--- src/rtl/trap_flag_ctrl_regs.vh ---
// Purpose: Offsets, field positions, masks and reset values of the
//          trap and interrupt flag control block.
// Assumes: Register index port of 3 bits, 16-bit register data.
// Notes:   Definitions only.
`ifndef TRAP_FLAG_CTRL_REGS_VH
`define TRAP_FLAG_CTRL_REGS_VH

// Register indices
`define OFS_TRAP_STATUS_CONTROL 3'h0
`define OFS_VECTOR_EDGE_CONTROL 3'h1
`define OFS_REQ_FLAGS_BANK_ZERO 3'h2
`define OFS_REQ_FLAGS_BANK_ONE 3'h3

// Trap status and control fields
`define BIT_NESTING_DISABLE 15
`define BIT_ACC_A_OVERFLOW_FLAG 14
`define BIT_ACC_B_OVERFLOW_FLAG 13
`define BIT_ACC_A_CATASTROPHIC_FLAG 12
`define BIT_ACC_B_CATASTROPHIC_FLAG 11
`define BIT_ACC_A_OVERFLOW_TRAP_EN 10
`define BIT_ACC_B_OVERFLOW_TRAP_EN 9
`define BIT_CATASTROPHIC_TRAP_EN 8
`define BIT_BAD_SHIFT_STATUS 7
`define BIT_DIVIDE_ZERO_STATUS 6
`define BIT_MATH_TRAP_STATUS 4
`define BIT_ADDRESS_TRAP_STATUS 3
`define BIT_STACK_TRAP_STATUS 2
`define BIT_OSC_FAILURE_STATUS 1

// Vector and edge control fields
`define BIT_ALT_VECTOR_SELECT 15
`define BIT_IRQ_DISABLE_INSTR_ACTIVE 14
`define BIT_EXT_IRQ_TWO_POLARITY 2
`define BIT_EXT_IRQ_ONE_POLARITY 1
`define BIT_EXT_IRQ_ZERO_POLARITY 0

// Bank zero request flag positions
`define BIT_ADC_GROUP_DONE_FLAG 13
`define BIT_SERIAL_TX_FLAG 12
`define BIT_SERIAL_RX_FLAG 11
`define BIT_SERIAL_PERIPH_EVENT_FLAG 10
`define BIT_SERIAL_PERIPH_FAULT_FLAG 9
`define BIT_TIMER_THREE_FLAG 8
`define BIT_TIMER_TWO_FLAG 7
`define BIT_COMPARE_TWO_FLAG 6
`define BIT_CAPTURE_TWO_FLAG 5
`define BIT_TIMER_ONE_FLAG 3
`define BIT_COMPARE_ONE_FLAG 2
`define BIT_CAPTURE_ONE_FLAG 1
`define BIT_EXT_IRQ_ZERO_FLAG 0

// Bank one request flag positions
`define BIT_EXT_IRQ_TWO_FLAG 13
`define BIT_EXT_IRQ_ONE_FLAG 4
`define BIT_PIN_CHANGE_FLAG 3
`define BIT_COMPARATOR_ONE_FLAG 2
`define BIT_TWO_WIRE_MASTER_FLAG 1
`define BIT_TWO_WIRE_SLAVE_FLAG 0

// Implemented-bit masks; every other bit reads zero, except read-only status bit 14 of the vector register
`define MASK_TRAP_STATUS_CONTROL 16'hFFDE
`define MASK_VECTOR_EDGE_WRITE 16'h8007
`define MASK_REQ_FLAGS_BANK_ZERO 16'h3FEF
`define MASK_REQ_FLAGS_BANK_ONE 16'h201F

// Reset values
`define RST_TRAP_STATUS_CONTROL 16'h0000
`define RST_VECTOR_EDGE_CONTROL 16'h0000
`define RST_REQ_FLAGS_BANK_ZERO 16'h0000
`define RST_REQ_FLAGS_BANK_ONE 16'h0000

// Service nesting depth counter
`define DEPTH_WIDTH 4
`define DEPTH_MAX 4'hF

`endif

--- src/rtl/trap_and_interrupt_flag_control.v ---
// Purpose: Trap status, trap enables, vector table select, external
//          edge polarity and two banks of sticky interrupt request flags.
// Assumes: Core and peripheral event inputs are one-cycle pulses on MCLK;
//          external interrupt pins are asynchronous.
// Notes:   Hardware sets win over software clears in the same cycle.
`timescale 1ns/1ns
`include "trap_flag_ctrl_regs.vh"

// Functional notes
// - Nesting-disable set forbids nested interrupts; clear permits them.
// - Accumulator A overflow trap sets its overflow flag.
// - Accumulator B overflow trap sets its overflow flag.
// - Accumulator A catastrophic overflow trap sets its flag.
// - Accumulator B catastrophic overflow trap sets its flag.
// - Accumulator A overflow traps only while its enable is set.
// - Accumulator B overflow traps only while its enable is set.
// - One enable gates catastrophic overflow traps of both accumulators.
// - Invalid accumulator shift math trap sets the bad-shift status.
// - Divide-by-zero math trap sets the divide-zero status.
// - Any math error trap sets the general math status.
// - Address error trap sets the address trap status.
// - Stack error trap sets the stack trap status.
// - Oscillator failure trap sets the oscillator failure status.
// - Vector select set picks alternate table, clear picks default.
// - Read-only bit shows interrupt-disable instruction active; resets 0.
// - Three polarity bits pick falling (1) or rising (0) edge.
// - Bank zero holds peripheral request flags at bits 13 to 5.
// - Bank zero holds timer 1, compare 1, capture 1, ext 0 flags.
// - Bank one holds ext 2, ext 1, change, comparator, two-wire flags.
// - Unimplemented bits read zero and ignore writes.
module trap_and_interrupt_flag_control (
   input wire MCLK,
   input wire RST_N,
   input wire [2:0] ADDR,
   input wire [15:0] WDATA,
   input wire WR,
   input wire RD,
   output reg [15:0] RDATA,
   input wire ACC_A_OVF,
   input wire ACC_B_OVF,
   input wire ACC_A_COVF,
   input wire ACC_B_COVF,
   input wire BAD_SHIFT,
   input wire DIV_ZERO,
   input wire ADDR_ERR,
   input wire STACK_ERR,
   input wire OSC_FAIL,
   input wire IRQ_DISABLE_INSTR_ACTIVE_ACTIVE,
   input wire ISR_ENTER,
   input wire ISR_RETURN,
   input wire [15:0] BANK0_EVT,
   input wire [15:0] BANK1_EVT,
   input wire [2:0] EXT_IRQ,
   output reg TRAP_PULSE,
   output reg MATH_TRAP_PULSE,
   output wire ALT_VECTOR,
   output wire NEST_BLOCK,
   output wire [15:0] REQ_FLAGS0,
   output wire [15:0] REQ_FLAGS1
);

   ////////////////////////////////////////////////////////////////////////
   // Declarations
   reg [15:0] trap_status_control_reg;
   reg [15:0] trap_status_control_next;
   reg [15:0] vector_edge_reg;
   reg [15:0] vector_edge_next;
   reg [15:0] flags_bank_zero_reg;
   reg [15:0] flags_bank_zero_next;
   reg [15:0] flags_bank_one_reg;
   reg [15:0] flags_bank_one_next;
   reg irq_disable_instr_active_reg;
   reg [2:0] ext_meta_reg;
   reg [2:0] ext_sync_reg;
   reg [2:0] ext_prev_reg;
   reg [`DEPTH_WIDTH-1:0] depth_reg;
   reg [`DEPTH_WIDTH-1:0] depth_next;
   reg [15:0] rdata_next;
   reg [15:0] trap_set;
   reg [15:0] bank0_set;
   reg [15:0] bank1_set;
   wire nesting_disable;
   wire acc_a_overflow_trap_en;
   wire acc_b_overflow_trap_en;
   wire catastrophic_trap_en;
   wire acc_a_trap;
   wire acc_b_trap;
   wire acc_a_cat_trap;
   wire acc_b_cat_trap;
   wire math_trap;
   wire any_trap;
   wire [2:0] ext_polarity;
   wire [2:0] ext_rise;
   wire [2:0] ext_fall;
   wire [2:0] ext_edge;
   wire wr_trap;
   wire wr_vector;
   wire wr_bank0;
   wire wr_bank1;

   ////////////////////////////////////////////////////////////////////////
   // Control field views
   assign nesting_disable =
      trap_status_control_reg[`BIT_NESTING_DISABLE];
   assign acc_a_overflow_trap_en =
      trap_status_control_reg[`BIT_ACC_A_OVERFLOW_TRAP_EN];
   assign acc_b_overflow_trap_en =
      trap_status_control_reg[`BIT_ACC_B_OVERFLOW_TRAP_EN];
   assign catastrophic_trap_en =
      trap_status_control_reg[`BIT_CATASTROPHIC_TRAP_EN];
   assign ext_polarity = {vector_edge_reg[`BIT_EXT_IRQ_TWO_POLARITY],
                          vector_edge_reg[`BIT_EXT_IRQ_ONE_POLARITY],
                          vector_edge_reg[`BIT_EXT_IRQ_ZERO_POLARITY]};

   // Vector table choice goes straight to the fetch logic
   assign ALT_VECTOR = vector_edge_reg[`BIT_ALT_VECTOR_SELECT];

   ////////////////////////////////////////////////////////////////////////
   // Trap qualification; an overflow with its enable clear is not a trap
   assign acc_a_trap = ACC_A_OVF & acc_a_overflow_trap_en;
   assign acc_b_trap = ACC_B_OVF & acc_b_overflow_trap_en;
   assign acc_a_cat_trap = ACC_A_COVF & catastrophic_trap_en;
   assign acc_b_cat_trap = ACC_B_COVF & catastrophic_trap_en;

   // Every accumulator, shift or divide trap is a math error trap
   assign math_trap = acc_a_trap | acc_b_trap | acc_a_cat_trap |
                      acc_b_cat_trap | BAD_SHIFT | DIV_ZERO;
   assign any_trap = math_trap | ADDR_ERR | STACK_ERR | OSC_FAIL;

   ////////////////////////////////////////////////////////////////////////
   // Write decode
   assign wr_trap = WR & (ADDR == `OFS_TRAP_STATUS_CONTROL);
   assign wr_vector = WR & (ADDR == `OFS_VECTOR_EDGE_CONTROL);
   assign wr_bank0 = WR & (ADDR == `OFS_REQ_FLAGS_BANK_ZERO);
   assign wr_bank1 = WR & (ADDR == `OFS_REQ_FLAGS_BANK_ONE);

   ////////////////////////////////////////////////////////////////////////
   // External interrupt pins: two-stage sync, then polarity edge detect.
   // Only the second stage and its delayed copy feed the detector.
   assign ext_rise = ext_sync_reg & ~ext_prev_reg;
   assign ext_fall = ~ext_sync_reg & ext_prev_reg;
   assign ext_edge = (ext_polarity & ext_fall) |
                     (~ext_polarity & ext_rise);

   always @(posedge MCLK or negedge RST_N) begin
      if (!RST_N) begin
         ext_meta_reg <= 3'h0;
         ext_sync_reg <= 3'h0;
         ext_prev_reg <= 3'h0;
      end else begin
         ext_meta_reg <= EXT_IRQ;
         ext_sync_reg <= ext_meta_reg;
         ext_prev_reg <= ext_sync_reg;
      end
   end

   ////////////////////////////////////////////////////////////////////////
   // Hardware set vectors for the trap register
   always @* begin
      trap_set = 16'h0000;
      trap_set[`BIT_ACC_A_OVERFLOW_FLAG] = acc_a_trap;
      trap_set[`BIT_ACC_B_OVERFLOW_FLAG] = acc_b_trap;
      trap_set[`BIT_ACC_A_CATASTROPHIC_FLAG] = acc_a_cat_trap;
      trap_set[`BIT_ACC_B_CATASTROPHIC_FLAG] = acc_b_cat_trap;
      trap_set[`BIT_BAD_SHIFT_STATUS] = BAD_SHIFT;
      trap_set[`BIT_DIVIDE_ZERO_STATUS] = DIV_ZERO;
      trap_set[`BIT_MATH_TRAP_STATUS] = math_trap;
      trap_set[`BIT_ADDRESS_TRAP_STATUS] = ADDR_ERR;
      trap_set[`BIT_STACK_TRAP_STATUS] = STACK_ERR;
      trap_set[`BIT_OSC_FAILURE_STATUS] = OSC_FAIL;
   end

   // Peripheral and pin set vectors for the two flag banks
   always @* begin
      bank0_set = BANK0_EVT & `MASK_REQ_FLAGS_BANK_ZERO;
      bank0_set[`BIT_EXT_IRQ_ZERO_FLAG] =
         BANK0_EVT[`BIT_EXT_IRQ_ZERO_FLAG] | ext_edge[0];
      bank1_set = BANK1_EVT & `MASK_REQ_FLAGS_BANK_ONE;
      bank1_set[`BIT_EXT_IRQ_ONE_FLAG] =
         BANK1_EVT[`BIT_EXT_IRQ_ONE_FLAG] | ext_edge[1];
      bank1_set[`BIT_EXT_IRQ_TWO_FLAG] =
         BANK1_EVT[`BIT_EXT_IRQ_TWO_FLAG] | ext_edge[2];
   end

   ////////////////////////////////////////////////////////////////////////
   // Next values: software write replaces, then hardware sets are ORed
   // on top so an event in the clearing cycle is never lost.
   always @* begin
      trap_status_control_next = trap_status_control_reg;
      if (wr_trap) begin
         trap_status_control_next =
            WDATA & `MASK_TRAP_STATUS_CONTROL;
      end
      trap_status_control_next =
         trap_status_control_next | trap_set;
   end

   // Only select and polarity bits take writes; status bit is not stored
   always @* begin
      vector_edge_next = vector_edge_reg;
      if (wr_vector) begin
         vector_edge_next = WDATA & `MASK_VECTOR_EDGE_WRITE;
      end
   end

   // Request flag banks keep to the same set-wins discipline
   always @* begin
      flags_bank_zero_next = flags_bank_zero_reg;
      if (wr_bank0) begin
         flags_bank_zero_next = WDATA & `MASK_REQ_FLAGS_BANK_ZERO;
      end
      flags_bank_zero_next = flags_bank_zero_next | bank0_set;
   end

   always @* begin
      flags_bank_one_next = flags_bank_one_reg;
      if (wr_bank1) begin
         flags_bank_one_next = WDATA & `MASK_REQ_FLAGS_BANK_ONE;
      end
      flags_bank_one_next = flags_bank_one_next | bank1_set;
   end

   ////////////////////////////////////////////////////////////////////////
   // Register state
   always @(posedge MCLK or negedge RST_N) begin
      if (!RST_N) begin
         trap_status_control_reg <= `RST_TRAP_STATUS_CONTROL;
         vector_edge_reg <= `RST_VECTOR_EDGE_CONTROL;
         flags_bank_zero_reg <= `RST_REQ_FLAGS_BANK_ZERO;
         flags_bank_one_reg <= `RST_REQ_FLAGS_BANK_ONE;
      end else begin
         trap_status_control_reg <= trap_status_control_next;
         vector_edge_reg <= vector_edge_next;
         flags_bank_zero_reg <= flags_bank_zero_next;
         flags_bank_one_reg <= flags_bank_one_next;
      end
   end

   // Disable-instruction status sampled from the core, zero after reset
   always @(posedge MCLK or negedge RST_N) begin
      if (!RST_N) begin
         irq_disable_instr_active_reg <= 1'b0;
      end else begin
         irq_disable_instr_active_reg <= IRQ_DISABLE_INSTR_ACTIVE_ACTIVE;
      end
   end

   ////////////////////////////////////////////////////////////////////////
   // Trap pulses to the core, one cycle after the cause
   always @(posedge MCLK or negedge RST_N) begin
      if (!RST_N) begin
         TRAP_PULSE <= 1'b0;
         MATH_TRAP_PULSE <= 1'b0;
      end else begin
         TRAP_PULSE <= any_trap;
         MATH_TRAP_PULSE <= math_trap;
      end
   end

   ////////////////////////////////////////////////////////////////////////
   // Service nesting depth. Saturates both ways so a stray return or a
   // runaway entry cannot wrap the count and unblock preemption.
   always @* begin
      depth_next = depth_reg;
      if (ISR_ENTER && !ISR_RETURN && depth_reg != `DEPTH_MAX) begin
         depth_next = depth_reg + 4'h1;
      end else if (ISR_RETURN && !ISR_ENTER &&
                   depth_reg != {`DEPTH_WIDTH{1'b0}}) begin
         depth_next = depth_reg - 4'h1;
      end
   end

   always @(posedge MCLK or negedge RST_N) begin
      if (!RST_N) begin
         depth_reg <= {`DEPTH_WIDTH{1'b0}};
      end else begin
         depth_reg <= depth_next;
      end
   end

   // Preemption blocked while a routine runs and nesting is off
   assign NEST_BLOCK = nesting_disable &
                       (depth_reg != {`DEPTH_WIDTH{1'b0}});

   ////////////////////////////////////////////////////////////////////////
   // Flag banks go to the arbiter straight from the flops
   assign REQ_FLAGS0 = flags_bank_zero_reg;
   assign REQ_FLAGS1 = flags_bank_one_reg;

   ////////////////////////////////////////////////////////////////////////
   // Read mux; unmapped indices and reserved bits read zero
   always @* begin
      rdata_next = 16'h0000;
      if (ADDR == `OFS_TRAP_STATUS_CONTROL) begin
         rdata_next = trap_status_control_reg;
      end else if (ADDR == `OFS_VECTOR_EDGE_CONTROL) begin
         rdata_next = vector_edge_reg;
         rdata_next[`BIT_IRQ_DISABLE_INSTR_ACTIVE] = irq_disable_instr_active_reg;
      end else if (ADDR == `OFS_REQ_FLAGS_BANK_ZERO) begin
         rdata_next = flags_bank_zero_reg;
      end else if (ADDR == `OFS_REQ_FLAGS_BANK_ONE) begin
         rdata_next = flags_bank_one_reg;
      end
   end

   // Read data stands only in the cycle after the strobe
   always @(posedge MCLK or negedge RST_N) begin
      if (!RST_N) begin
         RDATA <= 16'h0000;
      end else if (RD) begin
         RDATA <= rdata_next;
      end else begin
         RDATA <= 16'h0000;
      end
   end

endmodule // trap_and_interrupt_flag_control

--- config.mk ---
export PLATFORM = sky130hd
export DESIGN_NAME = trap_and_interrupt_flag_control
export DESIGN_NICKNAME = d
export VERILOG_FILES = /design/src/rtl/trap_and_interrupt_flag_control.v
export VERILOG_INCLUDE_DIRS = /design/src /design/src/rtl
export SDC_FILE = /design/constraint.sdc
export NUM_CORES = 1
export LEC_CHECK = 0
export BUFFER_PORTS_ARGS = -buffer_cell sky130_fd_sc_hd__buf_2
export CORE_MARGIN = 5
export CORE_UTILIZATION = 40
export DETAILED_ROUTE_END_ITERATION = 12
export HOLD_SLACK_MARGIN = 0.02
export PLACE_DENSITY = 0.68
export SLEW_MARGIN = 20
export SYNTH_ARGS = -nofsm -noshare
export SYNTH_HDL_FRONTEND = slang
export SYNTH_SLANG_ARGS = --single-unit
--- constraint.sdc ---
create_clock -name MCLK -period 2.4 [get_ports MCLK]
set_input_delay 0 -clock MCLK [delete_from_list [all_inputs] [get_ports MCLK]]
set_output_delay 0 -clock MCLK [all_outputs]
set_load 0.05 [all_outputs]
# ---- Yosys cells after proc, flatten, opt, wreduce, memory -nomap -nowiden
# Index checks and enable logic that the tools add are counted.
dict set report word_totals {
  regBits 84
  latchBits 0
  ram_bits 0
  mem_bits_ro 0
  in_bits 70
  output_inout_bits 52
  wordCells 68
  n_memories 0
}
dict set report classes {
  n_addsub 2
  multipliers 0
  div 0
  n_lt_le_gt_ge 0
  eq_ne 4
  n_shift 0
  muxes 10
  bitwise_logic 31
  n_reduce_logical 9
}
# operator n
set op_table {}
lappend op_table {{$mux W16} 8}
lappend op_table {{$or A16 B14 Y16} 2}
lappend op_table {{$or A16 B15 Y16} 1}
lappend op_table {{$and A3 B3 Y3} 4}
lappend op_table {{$or A1 B1 Y1} 11}
lappend op_table {{$and A1 B1 Y1} 9}
lappend op_table {{$not A3 Y3} 3}
lappend op_table {{$mux W4} 2}
lappend op_table {{$eq A3 B2 Y1 const B} 2}
lappend op_table {{$add A4 B1 Y4 const B} 1}
lappend op_table {{$logic_and A1 B1 Y1} 4}
lappend op_table {{$ne A4 B4 Y1 const B} 1}
lappend op_table {{$reduce_bool A4 Y1} 1}
lappend op_table {{$sub A4 B1 Y4 const B} 1}
lappend op_table {{$eq A3 B1 Y1 const B} 1}
lappend op_table {{$logic_not A3 Y1} 1}
lappend op_table {{$or A3 B3 Y3} 1}
lappend op_table {{$logic_not A1 Y1} 2}
lappend op_table {{$reduce_bool A2 Y1} 1}

# ---- Longest topological paths before layout
# Gate-level depths: netlist of the first run.
dict set report logic_depth {
  depth_word 9
  depth_mapped 7
  ltp_nobuf 7
}

# ---- Worst setup path after synthesis of the first run
# OpenSTA, ideal clock, no wires.
dict set report synth_timing {
  path_type {register to register}
  from {register depth_reg[1]}
  to {register depth_reg[3]}
  setup_time_ns 0.079
  arrival_time_ns 1.747
  required_ns 2.321
  setup_slack_ns 0.573
  stages_incl_launch_ff 8
  n_path_buf 0
  period_less_slack_ns 1.827
  cell_sequence {dfrtp_1 -> a41oi_1 -> nand2_1 -> ha_1 -> a21o_2 -> a21oi_1 -> mux2i_1 -> xor2_1}
}
dict set report synth_via {
  elab_chain_cells 3
  word_cells_on_any_way 9
  classes_between {2 x add/sub; 1 x eq/ne; 2 x mux; 4 x reduce/logical}
}
# item line
set synth_lines {}
lappend synth_lines {{start, declared} trap_and_interrupt_flag_control.v:76} ;# reg [`DEPTH_WIDTH-1:0] depth_reg;
lappend synth_lines {{start signal, assigned} trap_and_interrupt_flag_control.v:275} ;# depth_reg <= {`DEPTH_WIDTH{1'b0}};
lappend synth_lines {{start signal, assigned} trap_and_interrupt_flag_control.v:277} ;# depth_reg <= depth_next;
lappend synth_lines {{$sub A4 B1 Y4 (tied with other cells)} trap_and_interrupt_flag_control.v:269} ;# depth_next = depth_reg - 4'h1;
lappend synth_lines {{$mux W4 (tied with other cells)} trap_and_interrupt_flag_control.v:267} ;# end else if (ISR_RETURN && !ISR_ENTER &&
lappend synth_lines {{$mux W4 / $reduce_bool A2 Y1 (equally long branches)} -}
# Several ways; a longest one is shown, not always the timed one. The select of a mux whose other input is x is not followed.
# A chain may end at the register's enable or synchronous reset.

# ---- Worst setup path after layout of the first run
# Same ends and word-level chain as after synthesis.

==> results of run 1 <==
==> worst max-delay path, cell delays in order, from the launching register on <==
cell and delay [ns]:
sky130_fd_sc_hd__dfrtp_1 0.44, sky130_fd_sc_hd__a41oi_1 0.21, sky130_fd_sc_hd__nand2_1 0.18, sky130_fd_sc_hd__ha_1 0.31
sky130_fd_sc_hd__a21o_2 0.21, sky130_fd_sc_hd__a21oi_1 0.16, sky130_fd_sc_hd__mux2i_1 0.24, sky130_fd_sc_hd__xor2_1 0.19
==> logic make-up (layout without fill, tap and decap cells) <==
group	Yosys count	count (layout)	synth area share [%]
fa+ha+maj	3	3	1.488
mux	29	29	10.87
flops	69	69	57.05
xor+xnor	3	3	0.8683
simple gates	104	104	17.36
other cells	1	13	0.1239
buf+inv	28	179	6.035
compound gates	24	24	6.201
==> cell usage in the layout, fill, tap and decap left out, types with 2 or more instances in the layout <==
| cell type | synthesis | routed |
|---|---|---|
| sky130_fd_sc_hd__buf_4 | 14 | 2 |
| sky130_fd_sc_hd__a211o_1 | 10 | 10 |
| sky130_fd_sc_hd__nand3b_1 | 13 | 13 |
| sky130_fd_sc_hd__buf_2 | 8 | 94 |
| sky130_fd_sc_hd__nor3_1 | 2 | 2 |
| sky130_fd_sc_hd__mux2_1 | 2 | 2 |
| sky130_fd_sc_hd__nor2_1 | 27 | 27 |
| sky130_fd_sc_hd__a211oi_1 | 3 | 3 |
| sky130_fd_sc_hd__xor2_1 | 3 | 3 |
| sky130_fd_sc_hd__nor2b_1 | 10 | 10 |
| sky130_fd_sc_hd__dfrtp_1 | 69 | 69 |
| sky130_fd_sc_hd__mux2_2 | 9 | 9 |
| sky130_fd_sc_hd__mux4_2 | 2 | 2 |
| sky130_fd_sc_hd__a221o_1 | 2 | 2 |
| sky130_fd_sc_hd__a31oi_1 | 2 | 2 |
| sky130_fd_sc_hd__nand3_1 | 2 | 2 |
| sky130_fd_sc_hd__nand2_1 | 39 | 39 |
| sky130_fd_sc_hd__mux2i_1 | 16 | 16 |
| sky130_fd_sc_hd__ha_1 | 2 | 2 |
| sky130_fd_sc_hd__a21oi_1 | 3 | 3 |
| sky130_fd_sc_hd__inv_1 | 4 | 4 |
| sky130_fd_sc_hd__dlygate4sd3_1 | 0 | 64 |
| sky130_fd_sc_hd__clkinv_2 | 0 | 2 |
| sky130_fd_sc_hd__conb_1 | 1 | 13 |
| sky130_fd_sc_hd__clkbuf_8 | 0 | 11 |
==> worst paths after layout <==
check | start | end | slack (ns) | depth (start not counted)
setup / recovery | depth_reg[1] | depth_reg[3] | 0.38 | 7
hold / removal | ACC_B_COVF | MATH_TRAP_PULSE | 0.04 | 3
setup reg to reg | depth_reg[1] | depth_reg[3] | 0.38 | 7
hold reg to reg | ext_meta_reg[0] | ext_sync_reg[0] | 0.35 | 0
max in group asynchronous | RST_N | depth_reg[0] | 1.50 | 2
min in group asynchronous | RST_N | ext_meta_reg[0] | 0.31 | 2
==> per-stage QoR <==
stage / cells / total power [mW]
global placement: 445 / 1.967
global route: 523 / 3.017
finish: 523 / 2.858
floorplan: 273 / 1.827
CTS: 523 / 2.893
detailed placement: 445 / 1.997
==> report_power, final <==
part	switching (mW)	total (mW)	internal, mW	leakage, nW
Combinational	0.381	0.677	0.296	1.13
Clock	0.393	0.810	0.417	0.0881
Sequential	0.0965	1.37	1.28	0.759
Total	0.871	2.86	1.99	1.98
==> area by class of cell <==
class | count | area (µm²) | area share (%)
clock buffer | 12 | 155.1 | 3.576
multi-input combinational | 176 | 1162 | 26.79
sequential | 69 | 1727 | 39.79
timing repair buffer | 161 | 1146 | 26.41
tap | 99 | 123.9 | 2.855
clock inverter | 2 | 10.01 | 0.2307
inverter | 4 | 15.01 | 0.3460
==> layer usage <==
layer,vias to the layer above,GRT usage [%]
met2,78,29.67
li1,1180,-
met5,-,0
met4,0,3.672
met3,7,6.331
met1,1162,20.45
==> what timing repair did <==
action,in CTS,in global routing
setup endpoints to repair,0,0
hold buffers,64,0
endpoints found under the hold margin,112,0
==> run summary, run 1 <==
### Outcome
* run status: finished, final reports clean

### Cells and area
* area of all placed cells without fillers: 0.004339 mm²
* Final nets: 494
* share of layout cells above drive strength 1: 29.95%
* max reg flops: 16
* number of antenna repair diodes: 0
* Finished Core Util: 59.51%
* filler instances: 650
* area growth from synthesis to layout: 43.36%

### Placement
* count of buffers inserted at the top-level ports: 95
* dpl cell area: 0.003533 mm²
* final estimated routing congestion in global placement: 0.7285
* pre-CTS worst setup slack: 0.3719 ns
* half-perimeter wire length of the detailed placement result: 5049 µm

### Drt
* total vias in the final route: 2427
* final WL: 7556 µm
* Via density: 4.641
* total DRC errors in the routed layout: 0
* detailed-route wire length per cell: 14.45 µm
* first-pass detailed-route iteration total: 4
* met2 WL: 3844 µm
* M1 wire length: 3168 µm
* DRC violation total after the first TritonRoute iteration: 41
* routed wire length on met3: 482 µm
* top layer reached by signal wires: met4
* remaining antenna violation count after routing: 0

### Synthesis
* ranking of synthesized cells by area: sky130_fd_sc_hd__dfrtp_1 57%, sky130_fd_sc_hd__mux2i_1 5.3%, sky130_fd_sc_hd__nand2_1 4.8%
* most frequent cell after synthesis: sky130_fd_sc_hd__dfrtp_1
* count of distinct cell types in the synthesized netlist: 39
* synthesized area divided by synthesized cell count: 11.60 µm²
* most used standard cells in the synthesized netlist: 69 x sky130_fd_sc_hd__dfrtp_1, 39 x sky130_fd_sc_hd__nand2_1, 27 x sky130_fd_sc_hd__nor2_1, 16 x sky130_fd_sc_hd__mux2i_1, 14 x sky130_fd_sc_hd__buf_4
* library cell occupying the most area in the post-synthesis netlist: sky130_fd_sc_hd__dfrtp_1
* post-synthesis cell area: 0.003027 mm²
* gate count after technology mapping: 261
* portion of the post-synthesis area used by sequential elements: 57.05%
* Synth top area share: 57.05%
* synthesis warning total: 0
* fraction of registers with async set or reset after synthesis: 100.0%
* EDFF count, synth: 0
* #FFs+latches synth: 69
* most used flip-flop cell after synthesis: sky130_fd_sc_hd__dfrtp_1

### Power and ir drop
* worst ir drop on vdd: 298.8 µV
* power per unit of standard cell area: 658.7 mW/mm²
* leakage power total: 1.980 nW

### Global route
* overall track demand over capacity in global routing: 17.17%
* via count of the first global-routing pass: 2631
* global-route wire length before repair: 13050 µm
* remaining global-route overflow: 0
* largest net degree at the start of global routing: 70
* number of antenna violations at the first check in global routing: 0

### Timing
* largest clock skew in the final design: 0.007668 ns
* upper clock frequency limit: 496.1 MHz
* # setup viols final: 0
* setup repair after global routing missed its margin: no
* final hold slack: 0.04184 ns
* measured slew at the worst slew-check pin: 0.8619 ns
* count of pins over their slew limit: 0
* Fin Setup TNS: 0 ns
* worst rel slew slack: 42.54%
* Final Hold Fails: 0
* crit share post-route: 83.99%
* final critical-path setup slack: 0.3843 ns
* post-layout minimum cycle time: 2.016 ns

### Clock tree
* number of buffers on the longest clock path: 2
* clock transition at the registers of the reported paths: 0.07 ns
* cell chosen for the clock root: sky130_fd_sc_hd__clkbuf_8
* total number of clock tree sinks: 69
* Setup Buffers After CTS: 0
* clock insertion delay at the later pin of the skew report: 0.33 ns
* TritonCTS clock tree: done
* # H-tree levels: 3
* TritonCTS buffer count: 9
* cts repair resizes: 0

### Floorplanning
* Die Outline Area: 0.009406 mm²
* vertical die dimension: 96.99 µm
* num ports: 122
* Starting Density: 41.51%
* area of the placeable core: 0.007292 mm²
* Die Span X: 96.99 µm
* number of placement rows: 31

### Run
* Max Cap Viol: 0

### Worst setup path
* endpoint required time on the critical path: 2.65 ns
* data arrival time of the worst path: 2.26 ns
* top fanout value on the critical path: 5
* nature of the critical path endpoint: flip-flop
* Worst Setup Path Type: flip-flop to flip-flop
* startpoint class of the critical path: flip-flop

### Hold path
* Hold Crit Class: input pin to flip-flop

No activity file was read; power rests on OpenSTA's default activity.
==> run 2: changes to the inputs <==
Clock period 2.4 ns to 2.1 ns, I/O delays scaled along.
==> run summary, run 2 (synthesis gave the netlist of run 1 again) <==
### Cells and area
* area growth from synthesis to layout: 45.06%
* non-filler instance count after layout: 528, +0.96%
* area of all placed cells without fillers: 0.004390 mm², +1.2%
* max reg flops: 16, unchanged
* Reg area: 0.001729 mm², +0.14%
* Finished Core Util: 60.21%, +0.70 points
* commonest non-fill, non-tap cell in the layout: sky130_fd_sc_hd__buf_2
* number of antenna repair diodes: 0, unchanged
* area of the multi-input gates: 0.001176 mm², +1.2%
* Final nets: 498, +0.81%
* share of layout cells above drive strength 1: 31.24%, +1.3 points
* filler instances: 617, -5.1%
* leading cell types in the layout, fill and taps excluded: 94 x sky130_fd_sc_hd__buf_2, 67 x sky130_fd_sc_hd__dfrtp_1, 66 x sky130_fd_sc_hd__dlygate4sd3_1, 38 x sky130_fd_sc_hd__nand2_1, 27 x sky130_fd_sc_hd__nor2_1

### Global route
* number of antenna violations at the first check in global routing: 0, unchanged
* global-route wire length before repair: 13170 µm, +0.90%
* overall track demand over capacity in global routing: 17.37%, +0.20 points
* via count of the first global-routing pass: 2698, +2.5%
* largest net degree at the start of global routing: 70, unchanged
* remaining global-route overflow: 0, unchanged

### Timing
* setup repair after global routing missed its margin: no
* final critical-path setup slack: 0.1742 ns, -0.2102 ns
* worst rel slew slack: 42.74%, +0.19 points
* upper clock frequency limit: 519.3 MHz, +4.7%
* largest clock skew in the final design: 0.007362 ns, -0.0003068 ns
* count of pins over their slew limit: 0, unchanged
* crit share post-route: 91.71%, +7.7 points
* final hold slack: 0.04219 ns, +0.0003499 ns
* post-layout minimum cycle time: 1.926 ns, -0.08984 ns
* measured slew at the worst slew-check pin: 0.8590 ns, -0.002920 ns
* # setup viols final: 0, unchanged
* Fin Setup TNS: 0 ns, unchanged
* Final Hold Fails: 0, unchanged

### Worst setup path
* startpoint class of the critical path: flip-flop
* Worst Setup Path Type: flip-flop to flip-flop
* endpoint required time on the critical path: 2.34 ns, -0.31 ns
* top fanout value on the critical path: 5, unchanged
* data arrival time of the worst path: 2.17 ns, -0.09 ns
* nature of the critical path endpoint: flip-flop

### Floorplanning
* Die Span X: 96.99 µm, unchanged
* number of placement rows: 31, unchanged
* area of the placeable core: 0.007292 mm², unchanged
* Die Outline Area: 0.009406 mm², unchanged
* num ports: 122, unchanged
* vertical die dimension: 96.99 µm, unchanged
* Starting Density: 41.51%, unchanged

### Clock tree
* Setup Buffers After CTS: 0, unchanged
* TritonCTS buffer count: 9, unchanged
* # H-tree levels: 3, unchanged
* clock transition at the registers of the reported paths: 0.07 ns, about the same
* total number of clock tree sinks: 69, unchanged
* cell chosen for the clock root: sky130_fd_sc_hd__clkbuf_8
* TritonCTS clock tree: done
* number of buffers on the longest clock path: 2, unchanged
* clock insertion delay at the later pin of the skew report: 0.33 ns, about the same

### Placement
* pre-CTS worst setup slack: 0.04772 ns, -0.3241 ns
* half-perimeter wire length of the detailed placement result: 5053 µm, about the same
* cell count after placement: 447, +0.45%
* count of buffers inserted at the top-level ports: 95, unchanged
* dpl cell area: 0.003536 mm², about the same
* final estimated routing congestion in global placement: 0.7411, +1.7%

### Power and ir drop
* Total Power Consumption: 3.351 mW, +17%
* leakage power total: 1.994 nW, +0.74%
* power per unit of standard cell area: 763.2 mW/mm², +16%
* worst ir drop on vdd: 388.2 µV, +30%

### Drt
* first-pass detailed-route iteration total: 4, unchanged
* DRC violation total after the first TritonRoute iteration: 39, -4.9%
* total vias in the final route: 2440, +0.54%
* Via density: 4.621, -0.42%
* total DRC errors in the routed layout: 0, unchanged
* final WL: 7799 µm, +3.2%
* detailed-route wire length per cell: 14.77 µm, +2.2%
* remaining antenna violation count after routing: 0, unchanged

### Outcome
* run status: finished, final reports clean

### Run
* Max Cap Viol: 0, unchanged

### Hold path
* Hold Crit Class: input pin to flip-flop

==> run 2: path summary, 6_finish.rpt <==
| path | to | slack [ns] | start | cells after the start |
|---|---|---|---|---|
| min reg2reg | ext_sync_reg[0] | 0.35 | ext_meta_reg[0] | 0 |
| min in group asynchronous | ext_meta_reg[0] | 0.32 | RST_N | 2 |
| min | REQ_FLAGS1[3] | 0.04 | WDATA[3] | 4 |
| max in group asynchronous | depth_reg[1] | 1.15 | RST_N | 2 |
| max | depth_reg[3] | 0.17 | depth_reg[2] | 7 |
| max reg2reg | depth_reg[3] | 0.17 | depth_reg[2] | 7 |
==> run 2: power by group <==
part	total (mW)	switching (mW)	internal, mW
combinational	0.801	0.453	0.348
clock	0.972	0.453	0.519
sequential	1.58	0.116	1.46
==> run 2: critical path, stage by stage (launching register included) <==
cell	delay, ns
sky130_fd_sc_hd__dfrtp_1	0.42
sky130_fd_sc_hd__a41oi_2	0.23
sky130_fd_sc_hd__nand2_2	0.13
sky130_fd_sc_hd__ha_1	0.29
sky130_fd_sc_hd__a21o_2	0.22
sky130_fd_sc_hd__a21oi_2	0.15
sky130_fd_sc_hd__mux2i_1	0.23
sky130_fd_sc_hd__xor2_1	0.18
==> run 2: layout make-up <==
type,instances,area share (%)
Tap cell,99,2.821
Clock buffer,14,3.933
Inverter,4,0.3420
Sequential cell,69,39.38
Multi-Input combinational cell,176,26.79
Clock inverter,1,0.1140
Timing Repair Buffer,165,26.62
==> run 2: metal layers <==
metal | track usage (%) | share of wire, % | vias to the layer above
li1 | - | - | 1187
met1 | 22.17 | 44 | 1166
met2 | 28.13 | 49 | 80
met3 | 4.964 | 5.9 | 7
met4 | 6.263 | 1.1 | 0
met5 | 0 | 0 | -
==> run 2: what timing repair did <==
| action | 4_1_cts | 5_1_grt |
|---|---|---|
| gates resized for setup | 0 | 5 |
| endpoints found under the setup margin | 0 | 1 |
| hold buffers | 66 | 0 |
| endpoints found under the hold margin | 112 | 0 |
